### config.mk
export PLATFORM = sky130hd
export DESIGN_NAME = qia_arbiter
export DESIGN_NICKNAME = d
export VERILOG_FILES = /design/src/rtl/qia_pkg.sv /design/src/rtl/qia_max_bid.sv /design/src/rtl/qia_vector_mux.sv /design/src/rtl/qia_arbiter.sv
export SDC_FILE = /design/constraint.sdc
export NUM_CORES = 1
export LEC_CHECK = 0
export BUFFER_PORTS_ARGS = -buffer_cell sky130_fd_sc_hd__buf_2
export CAP_MARGIN = 25
export CORE_ASPECT_RATIO = 1.25
export CORE_MARGIN = 3
export CORE_UTILIZATION = 57
export CTS_BUF_LIST = sky130_fd_sc_hd__clkbuf_8
export CTS_CLUSTER_DIAMETER = 80
export DETAILED_ROUTE_END_ITERATION = 8
export PLACE_DENSITY = 0.87
export SYNTH_ARGS = -nofsm -noshare
export SYNTH_HDL_FRONTEND = slang
export SYNTH_SLANG_ARGS = --single-unit
### constraint.sdc
create_clock -name hclk -period 6.65 [get_ports hclk]
set_input_delay 0.9975 -clock hclk [delete_from_list [all_inputs] [get_ports hclk]]
set_output_delay 0.9975 -clock hclk [all_outputs]
set_load 0.02 [all_outputs]
### src/rtl/qia_pkg.sv
// Package of constants for the quad UART interrupt arbiter.
package qia_pkg;
    localparam int NUM_CH = 4;
    localparam int BID_W = 10;
    localparam int PRIO_W = 7;
    localparam int CH_W = 3;
    localparam int DATA_W = 32;
    localparam int BYTE_W = 8;
    localparam int BCNT_W = 4;
    localparam int EVT_W = 3;

    localparam logic [7:0] ADDR_THRESHOLD = 8'h80;
    localparam logic [7:0] ADDR_CONTEXT = 8'h84;
    localparam logic [7:0] ADDR_VECTOR = 8'h88;
    localparam logic [7:0] ADDR_UPDATE = 8'h8c;
    localparam logic [7:0] ADDR_CHANNEL = 8'h90;
    localparam logic [7:0] ADDR_TYPE = 8'h94;
    localparam logic [7:0] ADDR_COUNT = 8'h98;
    localparam logic [7:0] ADDR_RXWIN = 8'h9c;
    localparam logic [7:0] ADDR_TXWIN = 8'ha0;
    localparam logic [7:0] ADDR_CONFIG = 8'ha4;
    localparam logic [7:0] ADDR_IRQ_STAT = 8'ha8;
    localparam logic [7:0] ADDR_IRQ_MASK = 8'hac;

    localparam logic [1:0] CLS_OTHER = 2'b00;
    localparam logic [1:0] CLS_TX = 2'b01;
    localparam logic [1:0] CLS_RX_ERR = 2'b11;
    localparam logic [1:0] CLS_RX_OK = 2'b10;

    localparam logic [1:0] VEC_PLAIN = 2'b01;
    localparam logic [1:0] VEC_MOD_MIN = 2'b10;

    localparam logic [7:0] CONTEXT_RESET = 8'h00;
    localparam logic [6:0] THRESHOLD_RESET = 7'h00;
    localparam logic [7:0] VECTOR_RESET = 8'h0f;
    localparam logic [1:0] CONFIG_RESET = 2'b01;

    localparam int EV_UPDATE = 0;
    localparam int EV_ACK = 1;
    localparam int EV_REQ = 2;
    localparam int EV_W = 3;

    localparam logic [1:0] HTRANS_NONSEQ = 2'b10;
    localparam logic [2:0] HSIZE_WORD = 3'b010;
endpackage : qia_pkg

### src/rtl/qia_max_bid.sv
// Linear compare chain that picks the numerically largest of the masked bids.
`timescale 1ns/10ps
`default_nettype none
module qia_max_bid
    import qia_pkg::*;
(
    input wire logic [qia_pkg::NUM_CH*2*qia_pkg::BID_W-1:0] bids,
    input wire logic [qia_pkg::NUM_CH*2-1:0] valid,
    output logic [qia_pkg::BID_W-1:0] best,
    output logic any
);
    localparam int N = NUM_CH * 2;
    logic [BID_W-1:0] acc [0:N];
    logic [N:0] seen;
    assign acc[0] = '0;
    assign seen[0] = 1'b0;
    genvar i;
    generate
        for (i = 0; i < N; i++) begin : g_stage
            wire [BID_W-1:0] cand = bids[i*BID_W +: BID_W];
            wire take = valid[i] && (!seen[i] || cand > acc[i]);
            assign acc[i+1] = take ? cand : acc[i];
            assign seen[i+1] = seen[i] | valid[i];
        end
    endgenerate
    assign best = acc[N];
    assign any = seen[N];
endmodule : qia_max_bid
`default_nettype wire

### src/rtl/qia_vector_mux.sv
// Forms the vector byte driven during an acknowledge cycle.
`timescale 1ns/10ps
`default_nettype none
module qia_vector_mux
    import qia_pkg::*;
(
    input wire logic [7:0] vector,
    input wire logic [7:0] context_next,
    input wire logic [1:0] vec_ctrl,
    output logic [7:0] vector_out
);
    wire modify = vec_ctrl >= VEC_MOD_MIN;
    // The middle bits carry the class of the new context when modified.
    assign vector_out = modify ? {vector[7:5], context_next[7:6], context_next[2:0]} : vector;
endmodule : qia_vector_mux
`default_nettype wire

### src/rtl/qia_arbiter.sv
// Interrupt arbiter with current-context register and global windows over AHB-Lite.
// Notes on behaviour
// [RULE_01] Request only when winner exceeds seven-bit threshold.
// [RULE_02] Below-threshold winner loads context with zeros.
// [RULE_03] Watchdog pending: receivers only, threshold ignored.
// [RULE_04] Bid is priority code then channel.
// [RULE_05] Write to update address reloads context.
// [RULE_06] Acknowledge start loads context, frozen until next.
// [RULE_07] Context bits seven six give class.
// [RULE_08] Other class event code in bits five-three.
// [RULE_09] Receive or transmit class carries fill code.
// [RULE_10] Channel code in context and channel register.
// [RULE_11] Global windows steered by frozen context channel.
// [RULE_12] Control one drives plain vector on acknowledge.
// [RULE_13] Control above one substitutes channel into vector.
// [RULE_14] Type register layout with receiver error inverted.
// [RULE_15] Count register holds characters ready minus one.
// [RULE_16] Receive window returns steered channel's next character.
// [RULE_17] Transmit window writes steered channel's FIFO.
// [RULE_18] Largest bid wins every cycle, channel breaks ties.
`timescale 1ns/10ps
`default_nettype none
module qia_arbiter
    import qia_pkg::*;
(
    input wire logic hclk,
    input wire logic hresetn,
    input wire logic hsel,
    input wire logic [31:0] haddr,
    input wire logic [1:0] htrans,
    input wire logic hwrite,
    input wire logic [2:0] hsize,
    input wire logic [31:0] hwdata,
    input wire logic hready,
    output logic hreadyout,
    output logic hresp,
    output logic [31:0] hrdata,
    input wire logic [qia_pkg::NUM_CH-1:0] rx_pending,
    input wire logic [qia_pkg::NUM_CH*qia_pkg::PRIO_W-1:0] rx_prio,
    input wire logic [qia_pkg::NUM_CH-1:0] rx_errors,
    input wire logic [qia_pkg::NUM_CH*qia_pkg::BCNT_W-1:0] rx_count,
    input wire logic [qia_pkg::NUM_CH-1:0] tx_pending,
    input wire logic [qia_pkg::NUM_CH*qia_pkg::PRIO_W-1:0] tx_prio,
    input wire logic [qia_pkg::NUM_CH*qia_pkg::BCNT_W-1:0] tx_count,
    input wire logic [qia_pkg::NUM_CH*qia_pkg::PRIO_W-1:0] other_prio,
    input wire logic [qia_pkg::NUM_CH*qia_pkg::EVT_W-1:0] other_event,
    input wire logic watchdog_pending,
    input wire logic host_acknowledge_low,
    output logic [7:0] ack_vector,
    output logic ack_vector_oe,
    output logic host_request_low,
    input wire logic [qia_pkg::NUM_CH*qia_pkg::BYTE_W-1:0] rx_char,
    output logic [qia_pkg::NUM_CH-1:0] rx_pop,
    output logic [qia_pkg::NUM_CH-1:0] tx_push,
    output logic [7:0] tx_char,
    output logic irq
);
    import qia_pkg::*;

    localparam int NB = NUM_CH * 2;

    logic [6:0] threshold_reg;
    logic [7:0] vector_reg;
    logic [1:0] vec_ctrl_reg;
    logic [7:0] context_reg;
    logic [7:0] context_next;
    logic [BCNT_W-1:0] count_reg;
    logic [EV_W-1:0] irq_stat_reg;
    logic [EV_W-1:0] irq_mask_reg;
    logic [1:0] ack_sync_reg;
    logic ack_prev_reg;
    logic req_prev_reg;
    logic [7:0] tx_char_reg;
    logic [NUM_CH-1:0] tx_push_reg;
    logic [NUM_CH-1:0] rx_pop_reg;
    logic [7:0] vec_out_reg;
    logic vec_oe_reg;

    // Address phase capture; a read data phase holds one wait state while the byte is registered.
    logic dp_valid_reg;
    logic dp_write_reg;
    logic [7:0] dp_addr_reg;
    logic [31:0] rdata_reg;

    // Bid candidates: each channel offers its best non-receiver bid and its receiver bid.
    logic [NB*BID_W-1:0] bids;
    logic [NB-1:0] bid_valid;
    logic [BID_W-1:0] win_bid;
    logic win_any;
    genvar c;
    generate
        for (c = 0; c < NUM_CH; c++) begin : g_ch
            wire [PRIO_W-1:0] rp = rx_prio[c*PRIO_W +: PRIO_W];
            wire [PRIO_W-1:0] tp = tx_prio[c*PRIO_W +: PRIO_W];
            wire [PRIO_W-1:0] op = other_prio[c*PRIO_W +: PRIO_W];
            wire [EVT_W-1:0] oe = other_event[c*EVT_W +: EVT_W];
            wire other_live = oe != '0;
            wire tx_wins = tx_pending[c] && (!other_live || tp >= op);
            wire [PRIO_W-1:0] np = tx_wins ? tp : op;
            wire [CH_W-1:0] chn = CH_W'(c);
            assign bids[(2*c)*BID_W +: BID_W] = {rp, chn}; // RULE_04
            assign bids[(2*c+1)*BID_W +: BID_W] = {np, chn};
            assign bid_valid[2*c] = rx_pending[c];
            // Non-receiver sources are withdrawn while the watchdog is pending.
            assign bid_valid[2*c+1] = (tx_pending[c] || other_live) && !watchdog_pending; // RULE_03
        end
    endgenerate

    qia_max_bid u_max (
        .bids(bids),
        .valid(bid_valid),
        .best(win_bid),
        .any(win_any)
    ); // RULE_18

    wire [CH_W-1:0] win_ch = win_bid[CH_W-1:0];
    wire [PRIO_W-1:0] win_prio = win_bid[BID_W-1:CH_W];
    wire above = win_any && (watchdog_pending || win_prio > threshold_reg); // RULE_01 RULE_03
    wire [1:0] wch = win_ch[1:0];
    wire win_is_rx = rx_pending[wch] && (rx_prio[wch*PRIO_W +: PRIO_W] == win_prio)
                     && !(bid_valid[2*wch+1] && bids[(2*wch+1)*BID_W +: BID_W] > {rx_prio[wch*PRIO_W +: PRIO_W], win_ch});
    wire [EVT_W-1:0] w_evt = other_event[wch*EVT_W +: EVT_W];
    wire w_tx = !win_is_rx && tx_pending[wch] && (w_evt == '0 || tx_prio[wch*PRIO_W +: PRIO_W] >= other_prio[wch*PRIO_W +: PRIO_W]);
    wire [BCNT_W-1:0] w_cnt = win_is_rx ? rx_count[wch*BCNT_W +: BCNT_W] : tx_count[wch*BCNT_W +: BCNT_W];
    wire [1:0] w_cls = win_is_rx ? (rx_errors[wch] ? CLS_RX_ERR : CLS_RX_OK) : (w_tx ? CLS_TX : CLS_OTHER); // RULE_07
    // Nine or fewer characters give code zero; the count input stops at fifteen, so code seven never shows.
    localparam logic [BCNT_W-1:0] FILL_BASE = 4'h9;
    wire [2:0] w_fill = (w_cnt <= FILL_BASE) ? 3'h0 : 3'(w_cnt - FILL_BASE); // RULE_09
    wire [2:0] w_mid = (w_cls == CLS_OTHER) ? w_evt : w_fill; // RULE_08
    assign context_next = above ? {w_cls, w_mid, win_ch} : CONTEXT_RESET; // RULE_02 RULE_10

    // Acknowledge input passes two flops before use.
    wire ack_now = !ack_sync_reg[1];
    wire ack_start = ack_now && !ack_prev_reg;
    wire bus_take = hsel && hready && (htrans == HTRANS_NONSEQ);
    wire wr_dp = dp_valid_reg && dp_write_reg;
    wire rd_dp = dp_valid_reg && !dp_write_reg;
    wire upd_cmd = wr_dp && dp_addr_reg == ADDR_UPDATE; // RULE_05
    wire load_ctx = ack_start || upd_cmd; // RULE_06
    wire [1:0] ctx_ch = context_reg[1:0]; // RULE_11
    wire [EV_W-1:0] ev = {~req_prev_reg & above, ack_start, upd_cmd};
    wire [EV_W-1:0] stat_clr = (wr_dp && dp_addr_reg == ADDR_IRQ_STAT) ? hwdata[EV_W-1:0] : '0;
    wire [7:0] vec_mux;

    qia_vector_mux u_vec (
        .vector(vector_reg),
        .context_next(context_next),
        .vec_ctrl(vec_ctrl_reg),
        .vector_out(vec_mux)
    ); // RULE_13

    wire ctx_rx = context_reg[7];
    wire ctx_tx = !context_reg[7] && context_reg[6];
    // The type register reports receiver error with the polarity opposite the context.
    wire [7:0] type_val = {ctx_rx, ctx_rx & ~context_reg[6], ctx_tx, 2'b00,
                           (ctx_rx || ctx_tx) ? 3'b000 : context_reg[5:3]}; // RULE_14
    wire [7:0] rx_win = rx_char[ctx_ch*BYTE_W +: BYTE_W]; // RULE_16
    wire [7:0] rd_byte =
        (dp_addr_reg == ADDR_THRESHOLD) ? {1'b0, threshold_reg} :
        (dp_addr_reg == ADDR_CONTEXT) ? context_reg :
        (dp_addr_reg == ADDR_VECTOR) ? vector_reg :
        (dp_addr_reg == ADDR_CHANNEL) ? {5'h00, context_reg[2:0]} : // RULE_10
        (dp_addr_reg == ADDR_TYPE) ? type_val :
        (dp_addr_reg == ADDR_COUNT) ? {4'h0, count_reg} : // RULE_15
        (dp_addr_reg == ADDR_RXWIN) ? rx_win :
        (dp_addr_reg == ADDR_CONFIG) ? {5'h00, vec_ctrl_reg, 1'b0} :
        (dp_addr_reg == ADDR_IRQ_STAT) ? {5'h00, irq_stat_reg} :
        (dp_addr_reg == ADDR_IRQ_MASK) ? {5'h00, irq_mask_reg} : 8'h00;

    assign hreadyout = !rd_dp;
    assign hresp = 1'b0;
    assign hrdata = rdata_reg;
    assign host_request_low = ~req_prev_reg; // RULE_01
    assign ack_vector = vec_out_reg;
    assign ack_vector_oe = vec_oe_reg;
    assign tx_char = tx_char_reg;
    assign tx_push = tx_push_reg;
    assign rx_pop = rx_pop_reg;
    assign irq = |(irq_stat_reg & irq_mask_reg);

    always_ff @(posedge hclk or negedge hresetn) begin
        if (!hresetn) begin
            dp_valid_reg <= 1'b0;
            dp_write_reg <= 1'b0;
            dp_addr_reg <= 8'h00;
        end else begin
            dp_valid_reg <= bus_take && hsize == HSIZE_WORD;
            dp_write_reg <= hwrite;
            dp_addr_reg <= haddr[7:0];
        end
    end

    always_ff @(posedge hclk or negedge hresetn) begin
        if (!hresetn) begin
            threshold_reg <= THRESHOLD_RESET;
            vector_reg <= VECTOR_RESET;
            vec_ctrl_reg <= CONFIG_RESET;
            irq_mask_reg <= '0;
        end else if (wr_dp) begin
            if (dp_addr_reg == ADDR_THRESHOLD) threshold_reg <= hwdata[6:0];
            if (dp_addr_reg == ADDR_VECTOR) vector_reg <= hwdata[7:0];
            if (dp_addr_reg == ADDR_CONFIG) vec_ctrl_reg <= hwdata[2:1];
            if (dp_addr_reg == ADDR_IRQ_MASK) irq_mask_reg <= hwdata[EV_W-1:0];
        end
    end

    always_ff @(posedge hclk or negedge hresetn) begin
        if (!hresetn) begin
            context_reg <= CONTEXT_RESET;
            count_reg <= '0;
        end else if (load_ctx) begin
            context_reg <= context_next; // RULE_06
            // Count minus one; a zero count still reads as code zero.
            count_reg <= (w_cnt == '0) ? '0 : w_cnt - 4'h1; // RULE_15
        end
    end

    always_ff @(posedge hclk or negedge hresetn) begin
        if (!hresetn) begin
            ack_sync_reg <= 2'b11;
            ack_prev_reg <= 1'b0;
            req_prev_reg <= 1'b0;
            irq_stat_reg <= '0;
            vec_out_reg <= 8'h00;
            vec_oe_reg <= 1'b0;
        end else begin
            ack_sync_reg <= {ack_sync_reg[0], host_acknowledge_low};
            ack_prev_reg <= ack_now;
            req_prev_reg <= above; // RULE_01
            irq_stat_reg <= (irq_stat_reg & ~stat_clr) | ev;
            if (ack_start) vec_out_reg <= (vec_ctrl_reg == VEC_PLAIN) ? vector_reg : vec_mux; // RULE_12 RULE_13
            vec_oe_reg <= ack_now && vec_ctrl_reg != 2'b00;
        end
    end

    always_ff @(posedge hclk or negedge hresetn) begin
        if (!hresetn) begin
            rdata_reg <= '0;
            tx_char_reg <= 8'h00;
            tx_push_reg <= '0;
            rx_pop_reg <= '0;
        end else begin
            rdata_reg <= rd_dp ? {24'h000000, rd_byte} : 32'h0;
            tx_push_reg <= '0;
            rx_pop_reg <= '0;
            if (wr_dp && dp_addr_reg == ADDR_TXWIN) begin
                tx_char_reg <= hwdata[7:0];
                tx_push_reg[ctx_ch] <= 1'b1; // RULE_17
            end
            if (rd_dp && dp_addr_reg == ADDR_RXWIN) rx_pop_reg[ctx_ch] <= 1'b1; // RULE_16
        end
    end
endmodule : qia_arbiter
`default_nettype wire

==> summary.txt, run 1 <==
Synthesis
  • Yosys warning count: 0
  • Main synth FF type: dfrtp_1
  • Mapped Area: 0.00921 mm²
  • Synth top area cells: dfrtp_1 20%, ha_1 13%, mux2_2 6.2%
  • Syn Inst Count: 1,137
  • Post-synth top cells: 141 x nand2_1, 95 x ha_1, 81 x inv_1
  • Post-synth EDFFs: 0
  • Share of the synthesized area in the top cell type: 20.1%
  • Cell taking the most area after synthesis: dfrtp_1
  • Synth cell types: 85
  • Ys async rst share: 100%
  • Count leader, synth: nand2_1
  • Sequential fraction of the synthesis area: 22.1%
  • Mean Syn Cell Area: 8.10 µm²
  • Synth Register Bits: 81

Placed design
  • GPL Wtd Cong: 1.15
  • HPWL after DPL: 32,500 µm
  • Port Buffers: 235
  • Placed cell count: 1,862
  • Dpl cell area: 0.0131 mm²

Global route
  • Pin count of the biggest net entering global routing: 82
  • Total track usage: 71.7%
  • GR Overflow Total: 1
  • Vias in the first global route: 15,400
  • First-pass GRT wire length: 95,300 µm

Die
  • I/O Pins: 309
  • Die H: 148 µm
  • Die X: 120 µm
  • Initial core utilization: 58.7%
  • Rows: 51

Outcome
  • Run Error: [ERROR GRT-0116] Global routing finished with congestion. Check the congestion regions in the DRC Viewer.
  • Failed at: global routing
  • Status: did not finish

Clocking
  • CTS root buffer: clkbuf_8
  • Cts bufs inserted: 9
  • CTS Buffer Depth: 2
  • H-tree depth: 3
  • Hold buffers post-CTS: 0
  • Sink Count: 81
==> cell families after synthesis <==
family          count (synthesis)  share of synthesized area, %
simple gates                  364                          18.6
compound gates                334                          24.9
buf+inv                       150                          7.35
mux                           105                          13.5
fa+ha+maj                      95                          12.9
flops                          81                          22.1
xor+xnor                        7                         0.666
other cells                     1                        0.0407
==> stage by stage <==
| step | setup TNS, ns | setup slack, ns |
|---|---|---|
| 2_1_floorplan | -177.94 | -11.51 |
| 3_3_place_gp | -173.30 | -10.84 |
| 3_5_place_dp | -191.89 | -12.00 |
| 4_1_cts | -169.98 | -10.67 |
==> timing repair <==
item	4_1_cts
pin swaps	69
resized for setup	91
buffers inserted	55
setup endpoints to repair	17
cloned	1
==> routing by layer <==
metal  global-route usage, %  GRT overflow
met3                    55.0             0
met1                    69.6             0
met2                    91.0             0
met4                    74.7             1
met5                    13.6             0
==> run 2, diff against run 1 <==
--- a/config.mk
+++ b/config.mk
@@ -7,13 +7,10 @@
 export LEC_CHECK = 0
 export BUFFER_PORTS_ARGS = -buffer_cell sky130_fd_sc_hd__buf_2
 export CAP_MARGIN = 25
-export CORE_ASPECT_RATIO = 1.25
 export CORE_MARGIN = 3
-export CORE_UTILIZATION = 57
-export CTS_BUF_LIST = sky130_fd_sc_hd__clkbuf_8
-export CTS_CLUSTER_DIAMETER = 80
+export CORE_UTILIZATION = 40
 export DETAILED_ROUTE_END_ITERATION = 8
-export PLACE_DENSITY = 0.87
+export PLACE_DENSITY_LB_ADDON = 0.15
 export SYNTH_ARGS = -nofsm -noshare
 export SYNTH_HDL_FRONTEND = slang
 export SYNTH_SLANG_ARGS = --single-unit
==> summary.txt, run 2 <==
Synthesis
  • Post-synth top cells: 141 x nand2_1, 95 x ha_1, 81 x inv_1
  • Synth Register Bits: 81
  • Post-synth EDFFs: 0
  • Mapped Area: 0.00921 mm²
  • Synth cell types: 85
  • Sequential fraction of the synthesis area: 22.1%
  • Complex-gate fraction of the synthesized area: 24.9%
  • Post-Synth Adder-Cell Area: 12.9%
  • Simple-gate portion of the synthesized area: 18.6%
  • Syn Inst Count: 1,137
  • Post-synthesis mux area share: 13.5%
  • Cell taking the most area after synthesis: dfrtp_1
  • Synth Area in XOR/XNOR: 0.666%
  • Share of the synthesized area in the top cell type: 20.1%
  • Mean Syn Cell Area: 8.10 µm²
  • Ys async rst share: 100%
  • Yosys warning count: 0
  • Count leader, synth: nand2_1
  • Main combinational cell family by area after synthesis: compound AO/OA/AOI/OAI gates
  • Main synth FF type: dfrtp_1
  • Synth top area cells: dfrtp_1 20%, ha_1 13%, mux2_2 6.2%

Setup path
  • CP Capture Type: flop
  • End point of the critical path: count_reg[3]$_DFFE_PN0P_
  • Worst reg2reg startpoint: threshold_reg[1]$_DFFE_PN0P_
  • R2R Setup Slk: 3.97 ns
  • Largest fanout on the critical path: 7
  • Crit path top cell by count: a21o_1
  • Crit path required time: 6.91 ns
  • Critical path class: primary input to flop
  • Crit path DAT: 17.55 ns
  • Reg2reg end: ack_vector[0]$_DFFE_PN0P_
  • CP max-delay cell: or4_4
  • Setup crit start kind: primary input
  • Worst setup path start: tx_prio[4]
  • Max incr delay on CP: 0.54 ns
  • Cells on worst reg2reg path: 16

Route
  • DRC viols: 0
  • Routed len/inst: 20.0 µm
  • Drt total wl: 40,300 µm
  • Vias after detailed routing: 11,300
  • Via/cell ratio: 5.60
  • Antenna Nets Post-Route: 0
  • Initial detailed-routing violation count: 984
  • DRT Pass-1 Iters: 7

Final layout
  • Most common cell after layout, fill and taps aside: buf_4
  • Layout cells sized above 1: 50.9%
  • Nets: 2,078
  • Post-Layout Inst Area: 0.0148 mm²
  • Area Growth Syn to Fin: 60.9%
  • Most frequent cells in the layout: 384 x buf_4, 228 x buf_2, 133 x nand2_1

Worst hold path
  • Min-delay worst type: flop to flop

Global route
  • Initial antenna violation count: 1
  • First-pass GRT wire length: 59,600 µm
  • Pin count of the biggest net entering global routing: 82
  • Total track usage: 30.6%
  • Vias in the first global route: 10,900
  • GR Overflow Total: 0

Outcome
  • Failing checks: setup timing
  • Status: finished with violations

Clocking
  • Cts bufs inserted: 9
  • CTS root buffer: clkbuf_16
  • Sink Count: 81
  • Clock-pin slew on the worst setup and hold paths: 0.06 ns
  • Clock latency at the later pin of the worst-skew pair: 0.34 ns
  • CTS Buffer Depth: 2
  • Hold buffers post-CTS: 0
  • H-tree depth: 3
  • CTS tree: done

STA
  • Slew margin rel.: 49.3%
  • Hold slack: 0.356 ns
  • Final setup margin: -10.64 ns
  • Fmax: 0.0579 GHz
  • # setup viols final: 17
  • Slew Viols, Final: 0
  • Clk_skew: 0.00719 ns
  • Slew @ Worst Pin: 0.760 ns
  • Final Hold Vio Count: 0
  • Final cycle utilization of the critical path: 260%
  • Tmin final: 17.29 ns
  • TNS Setup: -171.54 ns
  • RSZ-0062 raised after global routing: yes

Die
  • Rows: 54
  • I/O Pins: 309
  • Initial core utilization: 41.4%
  • Die H: 158 µm
  • Core area: 0.0222 mm²
  • Die area: 0.0249 mm²
  • Die X: 158 µm

Placed design
  • Port Buffers: 235
  • GPL Wtd Cong: 0.999
  • HPWL after DPL: 32,700 µm
  • Dpl cell area: 0.0134 mm²

Power
  • Worst vdd ir: 0.194 mV
  • P per Cell Area: 363 mW/mm²
  • Leak Pwr: 7.39 nW

Job
  • Max cap viols: 0
run 2: cell counts after synthesis:
No cell type changed its count.
run 2: final cells by class:
class	instances	area (µm²)
clock inverter	6	116
clock buffer	10	229
inverter	82	322
multi-input combinational	930	7470
antenna	1	2.50
sequential	81	2040
timing repair buffer	631	4300
tap	280	350
fill	1874	7400
run 2: worst max-delay path: cells and delay by family:
kind | cells | cell delay (ns)
simple gates | 24 | 4.32
mux | 3 | 0.92
fa+ha+maj | 10 | 2.43
buf+inv | 10 | 1.13
compound gates | 51 | 7.77
run 2: logic make-up after synthesis:
logic type	Yosys count
DFF	81
and+or+nand+nor	364
other	1
adders and majority gates	95
xor gates and xnor gates	7
muxes	105
AOI/OAI and AO/OA	334
buffers and inverters	150
run 2: stage by stage:
stage,setup WS (ns),util (%),power [mW],cells
final,-10.64,66.7,5.37,2021
after global routing,-11.52,66.7,5.75,2021
after CTS,-10.40,64.4,5.03,2003
after detailed placement,-11.52,60.3,4.12,1956
after global placement,-11.05,60.3,4.09,1956
after floorplan,-11.51,-,2.73,1161
run 2: worst min path at each step:
stage,from,endpoint,slack (ns),depth (start not counted)
6_report,ack_sync_reg[0]$_DFF_PN1_,ack_sync_reg[1]$_DFF_PN1_,0.36,0
5_1_grt,ack_sync_reg[0]$_DFF_PN1_,ack_sync_reg[1]$_DFF_PN1_,0.37,0
4_1_cts,ack_sync_reg[0]$_DFF_PN1_,ack_sync_reg[1]$_DFF_PN1_,0.36,0
3_5_place_dp,ack_sync_reg[0]$_DFF_PN1_,ack_sync_reg[1]$_DFF_PN1_,0.35,0
3_3_place_gp,ack_sync_reg[0]$_DFF_PN1_,ack_sync_reg[1]$_DFF_PN1_,0.35,0
2_1_floorplan,ack_sync_reg[0]$_DFF_PN1_,ack_sync_reg[1]$_DFF_PN1_,0.35,0
run 2: repair_timing:
item	in CTS	in global routing
endpoints found under the setup margin	17	17
resized for setup	79	81
pin swaps	68	50
cloned	1	0
buffers inserted	30	16
run 2: report_power, final:
| group | internal [mW] | switching (mW) |
|---|---|---|
| Sequential | 0.548 | 0.0783 |
| Combinational | 2.08 | 2.09 |
| Clock | 0.370 | 0.204 |
run 2: per-layer routing:
metal,wire length [µm],up-vias,global-route usage (%)
li1,-,5356,-
met1,18000,5426,43.3
met2,18600,494,49.7
met3,3150,48,5.41
met4,550,0,5.54
met5,0,-,0
(Power assumes the default switching activity.)
==> run 3, diff against run 2 <==
--- a/config.mk
+++ b/config.mk
@@ -11,6 +11,7 @@
 export CORE_UTILIZATION = 40
 export DETAILED_ROUTE_END_ITERATION = 8
 export PLACE_DENSITY_LB_ADDON = 0.15
+export RECOVER_POWER = 25
 export SYNTH_ARGS = -nofsm -noshare
 export SYNTH_HDL_FRONTEND = slang
 export SYNTH_SLANG_ARGS = --single-unit
==> constraint.sdc (replaced) <==
create_clock -name hclk -period 15.31 [get_ports hclk]
set_input_delay 1.531 -clock hclk [delete_from_list [all_inputs] [get_ports hclk]]
set_output_delay 1.531 -clock hclk [all_outputs]
set_load 0.02 [all_outputs]
==> summary.txt, run 3 (synthesis gave the netlist of run 2 again) <==
Placed design
  • Dpl cell area: 0.0127 mm²
  • Pre-CTS setup slack: -3.36 ns
  • GPL Wtd Cong: 0.969
  • Port Buffers: 235
  • HPWL after DPL: 31,600 µm
  • Placed cell count: 1,862

Setup path
  • CP Buf/Inv Count: 10
  • Largest fanout on the critical path: 6
  • CP max-delay cell: or4_4
  • Worst reg2reg startpoint: threshold_reg[1]$_DFFE_PN0P_
  • Max incr delay on CP: 0.54 ns
  • CP Capture Type: flop
  • Setup crit start kind: primary input
  • CP top delay family: compound AO/OA/AOI/OAI gates
  • Cells on worst reg2reg path: 17
  • Crit path DAT: 18.22 ns
  • Crit path required time: 15.57 ns
  • Critical path class: primary input to flop
  • Reg2reg end: ack_vector[1]$_DFFE_PN0P_
  • R2R Setup Slk: 12.75 ns

STA
  • Final Hold Vio Count: 0
  • Clk_skew: 0.00691 ns
  • Fmax: 0.0557 GHz
  • Slew @ Worst Pin: 4.09 ns
  • Final setup margin: -2.65 ns
  • Final cycle utilization of the critical path: 117%
  • Tmin final: 17.96 ns
  • Slew margin rel.: -173%
  • RSZ-0062 raised after global routing: yes
  • # setup viols final: 17
  • Slew Viols, Final: 77

Worst hold path
  • Min-delay worst type: flop to flop
  • Worst hold path depth: 0
  • Hold path endpoint: ack_sync_reg[1]$_DFF_PN1_
  • Hold wc startpoint: ack_sync_reg[0]$_DFF_PN1_

Final layout
  • Layout cells sized above 1: 47.4%
  • FF/Latch Area: 0.00204 mm²
  • Most common cell after layout, fill and taps aside: buf_4
  • Post-Layout Inst Area: 0.0140 mm²
  • Nets: 1,997
  • Area Growth Syn to Fin: 52.5%
  • Fill cell count: 1,995
  • # diodes: 0
  • Multi-input gate area: 0.00744 mm²
  • Most frequent cells in the layout: 296 x buf_4, 231 x buf_2, 135 x nand2_1
  • Post-route insts no fill: 1,939

Global route
  • Total track usage: 29.9%
  • GR Overflow Total: 0
  • Pin count of the biggest net entering global routing: 82
  • Initial antenna violation count: 2
  • Vias in the first global route: 10,600
  • First-pass GRT wire length: 57,800 µm

Die
  • Die area: 0.0249 mm²
  • Rows: 54
  • Die X: 158 µm
  • I/O Pins: 309
  • Initial core utilization: 41.4%
  • Core area: 0.0222 mm²
  • Die H: 158 µm

Clocking
  • CTS tree: done
  • CTS root buffer: clkbuf_16
  • Clock-pin slew on the worst setup and hold paths: 0.07 ns
  • Sink Count: 81
  • H-tree depth: 3
  • CTS Buffer Depth: 2
  • Hold buffers post-CTS: 0
  • Cts bufs inserted: 9
  • Clock latency at the later pin of the worst-skew pair: 0.34 ns

Route
  • Initial detailed-routing violation count: 1,072
  • Vias after detailed routing: 11,000
  • Antenna Nets Post-Route: 0
  • Via/cell ratio: 5.67
  • Routed len/inst: 20.2 µm
  • DRT Pass-1 Iters: 9
  • Drt total wl: 39,100 µm
  • DRC viols: 0

Power
  • Leak Pwr: 6.96 nW
  • P per Cell Area: 159 mW/mm²
  • Worst vdd ir: 0.0873 mV

Outcome
  • Status: finished with violations
  • Failing checks: capacitance limit, slew limit, setup timing

Job
  • Max cap viols: 1
run 3: cell types whose count changed in the layout (fill, tap and decap cells not counted), sizes merged:
cell and delta:
a21o +1, buf -85, bufinv -3, clkbuf +2
clkinvlp -1, diode -1, inv +5
run 3: worst max path at each step:
stage / slack [ns] / endpoint / startpoint / cells past startpoint
6_report: -2.65 / count_reg[3]$_DFFE_PN0P_ / other_prio[6] / 107
5_1_grt: -3.55 / count_reg[3]$_DFFE_PN0P_ / other_prio[6] / 105
4_1_cts: -2.46 / count_reg[3]$_DFFE_PN0P_ / tx_prio[6] / 101
3_5_place_dp: -3.36 / count_reg[3]$_DFFE_PN0P_ / tx_prio[6] / 99
3_3_place_gp: -2.97 / count_reg[3]$_DFFE_PN0P_ / other_prio[2] / 100
2_1_floorplan: -3.38 / count_reg[3]$_DFFE_PN0P_ / tx_prio[6] / 108
run 3: area by class of cell:
type | count | share of cell area (%)
repair buffers | 549 | 25.7
multi-input cells | 931 | 53.0
clock buffers | 9 | 1.60
clock inverters | 7 | 0.428
inverters | 82 | 2.28
flip-flops and latches | 81 | 14.5
well taps | 280 | 2.49
run 3: repair_timing:
action / in CTS / in global routing
resized for setup: 98 / 51
endpoints found under the hold margin: 0 / 0
endpoints found under the setup margin: 17 / 17
gates cloned: 2 / 0
setup buffers: 49 / 9
pin swaps: 63 / 46
run 3: power breakdown:
part | switching (mW) | leakage (nW) | internal [mW]
Combinational | 0.884 | 5.83 | 0.875
Sequential | 0.0331 | 0.981 | 0.238
Clock | 0.0932 | 0.143 | 0.113
Total | 1.01 | 6.96 | 1.23
run 3: per-layer routing:
metal	track usage [%]	share of wire (%)	vias up
met5	0	0	-
met4	7.52	2.3	0
met3	4.21	8.2	82
met2	48.0	46	529
met1	42.3	44	5178
li1	-	-	5205
run 3: worst reg2reg max path, delay by kind of cell, from the launching register on:
family / cells / cell delay (ns)
AO/OA/AOI/OAI: 7 / 0.80
adder cells (fa/ha/maj): 1 / 0.32
buffers and inverters: 3 / 0.31
flip-flops: 1 / 0.39
multiplexers: 1 / 0.18
AND/OR/NAND/NOR: 5 / 0.40
run 3: through the flow:
| step | util (%) | total power, mW | hold slack [ns] | TNS [ns] |
|---|---|---|---|---|
| floorplan | - | 1.18 | 0.345 | -39.79 |
| global route | 63.2 | 2.41 | 0.371 | -48.79 |
| finish | 63.2 | 2.24 | 0.363 | -33.64 |
| global placement | 57.0 | 1.74 | 0.348 | -39.98 |
| detailed placement | 57.0 | 1.75 | 0.351 | -45.37 |
| CTS | 61.9 | 2.15 | 0.359 | -30.16 |
==> run 4, diff against run 3 <==
--- a/config.mk
+++ b/config.mk
@@ -10,6 +10,7 @@
 export CORE_MARGIN = 3
 export CORE_UTILIZATION = 40
 export DETAILED_ROUTE_END_ITERATION = 8
+export MAX_ROUTING_LAYER = met4
 export PLACE_DENSITY_LB_ADDON = 0.15
 export RECOVER_POWER = 25
 export SYNTH_ARGS = -nofsm -noshare
==> summary.txt, run 4 (synthesis gave the netlist of run 2 again) <==
Outcome
  • Status: finished with violations
  • Failing checks: capacitance limit, slew limit, setup timing

Clocking
  • CTS Buffer Depth: 2
  • Cts bufs inserted: 9
  • Hold buffers post-CTS: 0
  • CTS root buffer: clkbuf_16
  • Sink Count: 81
  • H-tree depth: 3
  • Clock-pin slew on the worst setup and hold paths: 0.06 ns
  • Clock latency at the later pin of the worst-skew pair: 0.33 ns
  • CTS tree: done

Setup path
  • Worst setup path start: other_prio[2]
  • Crit path required time: 15.57 ns
  • Worst reg2reg startpoint: threshold_reg[1]$_DFFE_PN0P_
  • Critical path class: primary input to flop
  • Crit path DAT: 18.18 ns
  • Setup crit start kind: primary input
  • Largest fanout on the critical path: 7
  • CP max-delay cell: or4_4
  • Max incr delay on CP: 0.53 ns
  • CP Capture Type: flop

Route
  • Via/cell ratio: 5.63
  • DRC viols: 0
  • Drt total wl: 38,700 µm
  • Vias after detailed routing: 10,800
  • Antenna Nets Post-Route: 0
  • Initial detailed-routing violation count: 874
  • Routed len/inst: 20.2 µm
  • DRT Pass-1 Iters: 9

STA
  • RSZ-0062 raised after global routing: yes
  • Slew @ Worst Pin: 3.86 ns
  • Final setup margin: -2.61 ns
  • Final Hold Vio Count: 0
  • Slew Viols, Final: 76
  • Tmin final: 17.92 ns
  • Slew margin rel.: -157%
  • Clk_skew: 0.00600 ns
  • # setup viols final: 17
  • Final cycle utilization of the critical path: 117%
  • Fmax: 0.0558 GHz

Final layout
  • Fill cell count: 1,989
  • Area Growth Syn to Fin: 50.8%
  • Most common cell after layout, fill and taps aside: buf_4
  • FF/Latch Area: 0.00204 mm²
  • # diodes: 0
  • Layout cells sized above 1: 46.5%
  • Multi-input gate area: 0.00744 mm²
  • Nets: 1,973
  • Util after Layout: 62.5%
  • Most frequent cells in the layout: 279 x buf_4, 229 x buf_2, 136 x nand2_1

Power
  • Tot Pwr: 2.24 mW
  • Logic gate share of total power: 76.8%
  • Cell internal pwr: 1.25 mW
  • Sw frac: 44.4%
  • Worst vdd ir: 0.0830 mV
  • Sequential share of power: 12.1%
  • Switching power: 0.995 mW
  • Leak Pwr: 6.84 nW
  • Clock Power Share: 11.1%
  • P per Cell Area: 161 mW/mm²

Global route
  • GR Overflow Total: 0
  • Most Crowded Layer GR: met2
  • First-pass GRT wire length: 56,200 µm
  • Met2 GRT Util: 47.7%
  • Pin count of the biggest net entering global routing: 82
  • Vias in the first global route: 10,200
  • Met1 Use GR: 41.0%
  • Initial antenna violation count: 0
  • Total track usage: 30.1%
  • M3 GR Usage: 4.40%

Die
  • Die X: 158 µm
  • Die area: 0.0249 mm²
  • I/O Pins: 309
  • Rows: 54
  • Initial core utilization: 41.4%
  • Core area: 0.0222 mm²
  • Die H: 158 µm

Placed design
  • GPL Wtd Cong: 0.991
  • HPWL after DPL: 31,500 µm
  • Port Buffers: 235

Worst hold path
  • Min-delay worst type: flop to flop
  • Hold wc startpoint: ack_sync_reg[0]$_DFF_PN1_

Job
  • Max cap viols: 1
## run 4: cell types whose count changed in the layout (fill, tap and decap cells not counted), sizes merged
cell | previous run | this run
clkinv | 2 | 0
buf | 546 | 521
clkinvlp | 0 | 1
clkbuf | 12 | 14
bufinv | 0 | 3
inv | 87 | 84
## run 4: critical path: cells and delay by family
family | cells | cell delay [ns]
fa+ha+maj | 10 | 2.30
buf+inv | 14 | 1.59
mux | 3 | 0.89
simple gates | 23 | 3.97
compound gates | 53 | 7.91
## run 4: area by class of cell
cell class / instances / share of cell area (%)
clock buffer: 10 / 1.65
clock inverter: 6 / 0.829
inverter: 82 / 2.31
multi-input combinational: 931 / 53.5
sequential: 81 / 14.7
tap: 280 / 2.52
timing repair buffer: 525 / 24.5
## run 4: through the flow
step / setup TNS (ns) / cells / cell area, µm² / hold slack, ns / worst slack (ns)
final: -33.86 / 1915 / 13900 / 0.362 / -2.61
after global routing: -45.40 / 1915 / 13900 / 0.365 / -3.33
after CTS: -30.90 / 1894 / 13500 / 0.358 / -2.37
after detailed placement: -46.91 / 1858 / 12600 / 0.348 / -3.41
after global placement: -42.53 / 1858 / 12600 / 0.347 / -3.11
after floorplan: -39.79 / 1161 / 9700 / 0.345 / -3.38
## run 4: path summary, 6_finish.rpt
check	slack [ns]	end	cells after the start
max	-2.61	count_reg[3]$_DFFE_PN0P_	103
min	0.36	ack_sync_reg[1]$_DFF_PN1_	0
max reg2reg	12.75	ack_vector[4]$_DFFE_PN0P_	18
min reg2reg	0.36	ack_sync_reg[1]$_DFF_PN1_	0
max in group asynchronous	10.26	threshold_reg[1]$_DFFE_PN0P_	2
min in group asynchronous	1.07	tx_push[1]$_DFF_PN0_	1
## run 4: repair_timing
item,in CTS,in global routing
endpoints found under the setup margin,17,17
pin swaps,64,45
setup buffers,20,20
resized for setup,77,58
cloned,0,1
## run 4: power groups by stage
stage	clock network (mW)	registers [mW]	logic, mW
after floorplan	0	0.261	0.922
after global placement	0	0.275	1.46
after detailed placement	0	0.275	1.47
after CTS	0.252	0.271	1.59
after global routing	0.259	0.275	1.86
final	0.248	0.272	1.72
## run 4: routing by layer
| layer | share of wire (%) | up-vias |
|---|---|---|
| li1 | - | 5153 |
| met5 | 0 | - |
| met1 | 44 | 5118 |
| met3 | 7.3 | 56 |
| met4 | 2.1 | 0 |
| met2 | 46 | 451 |
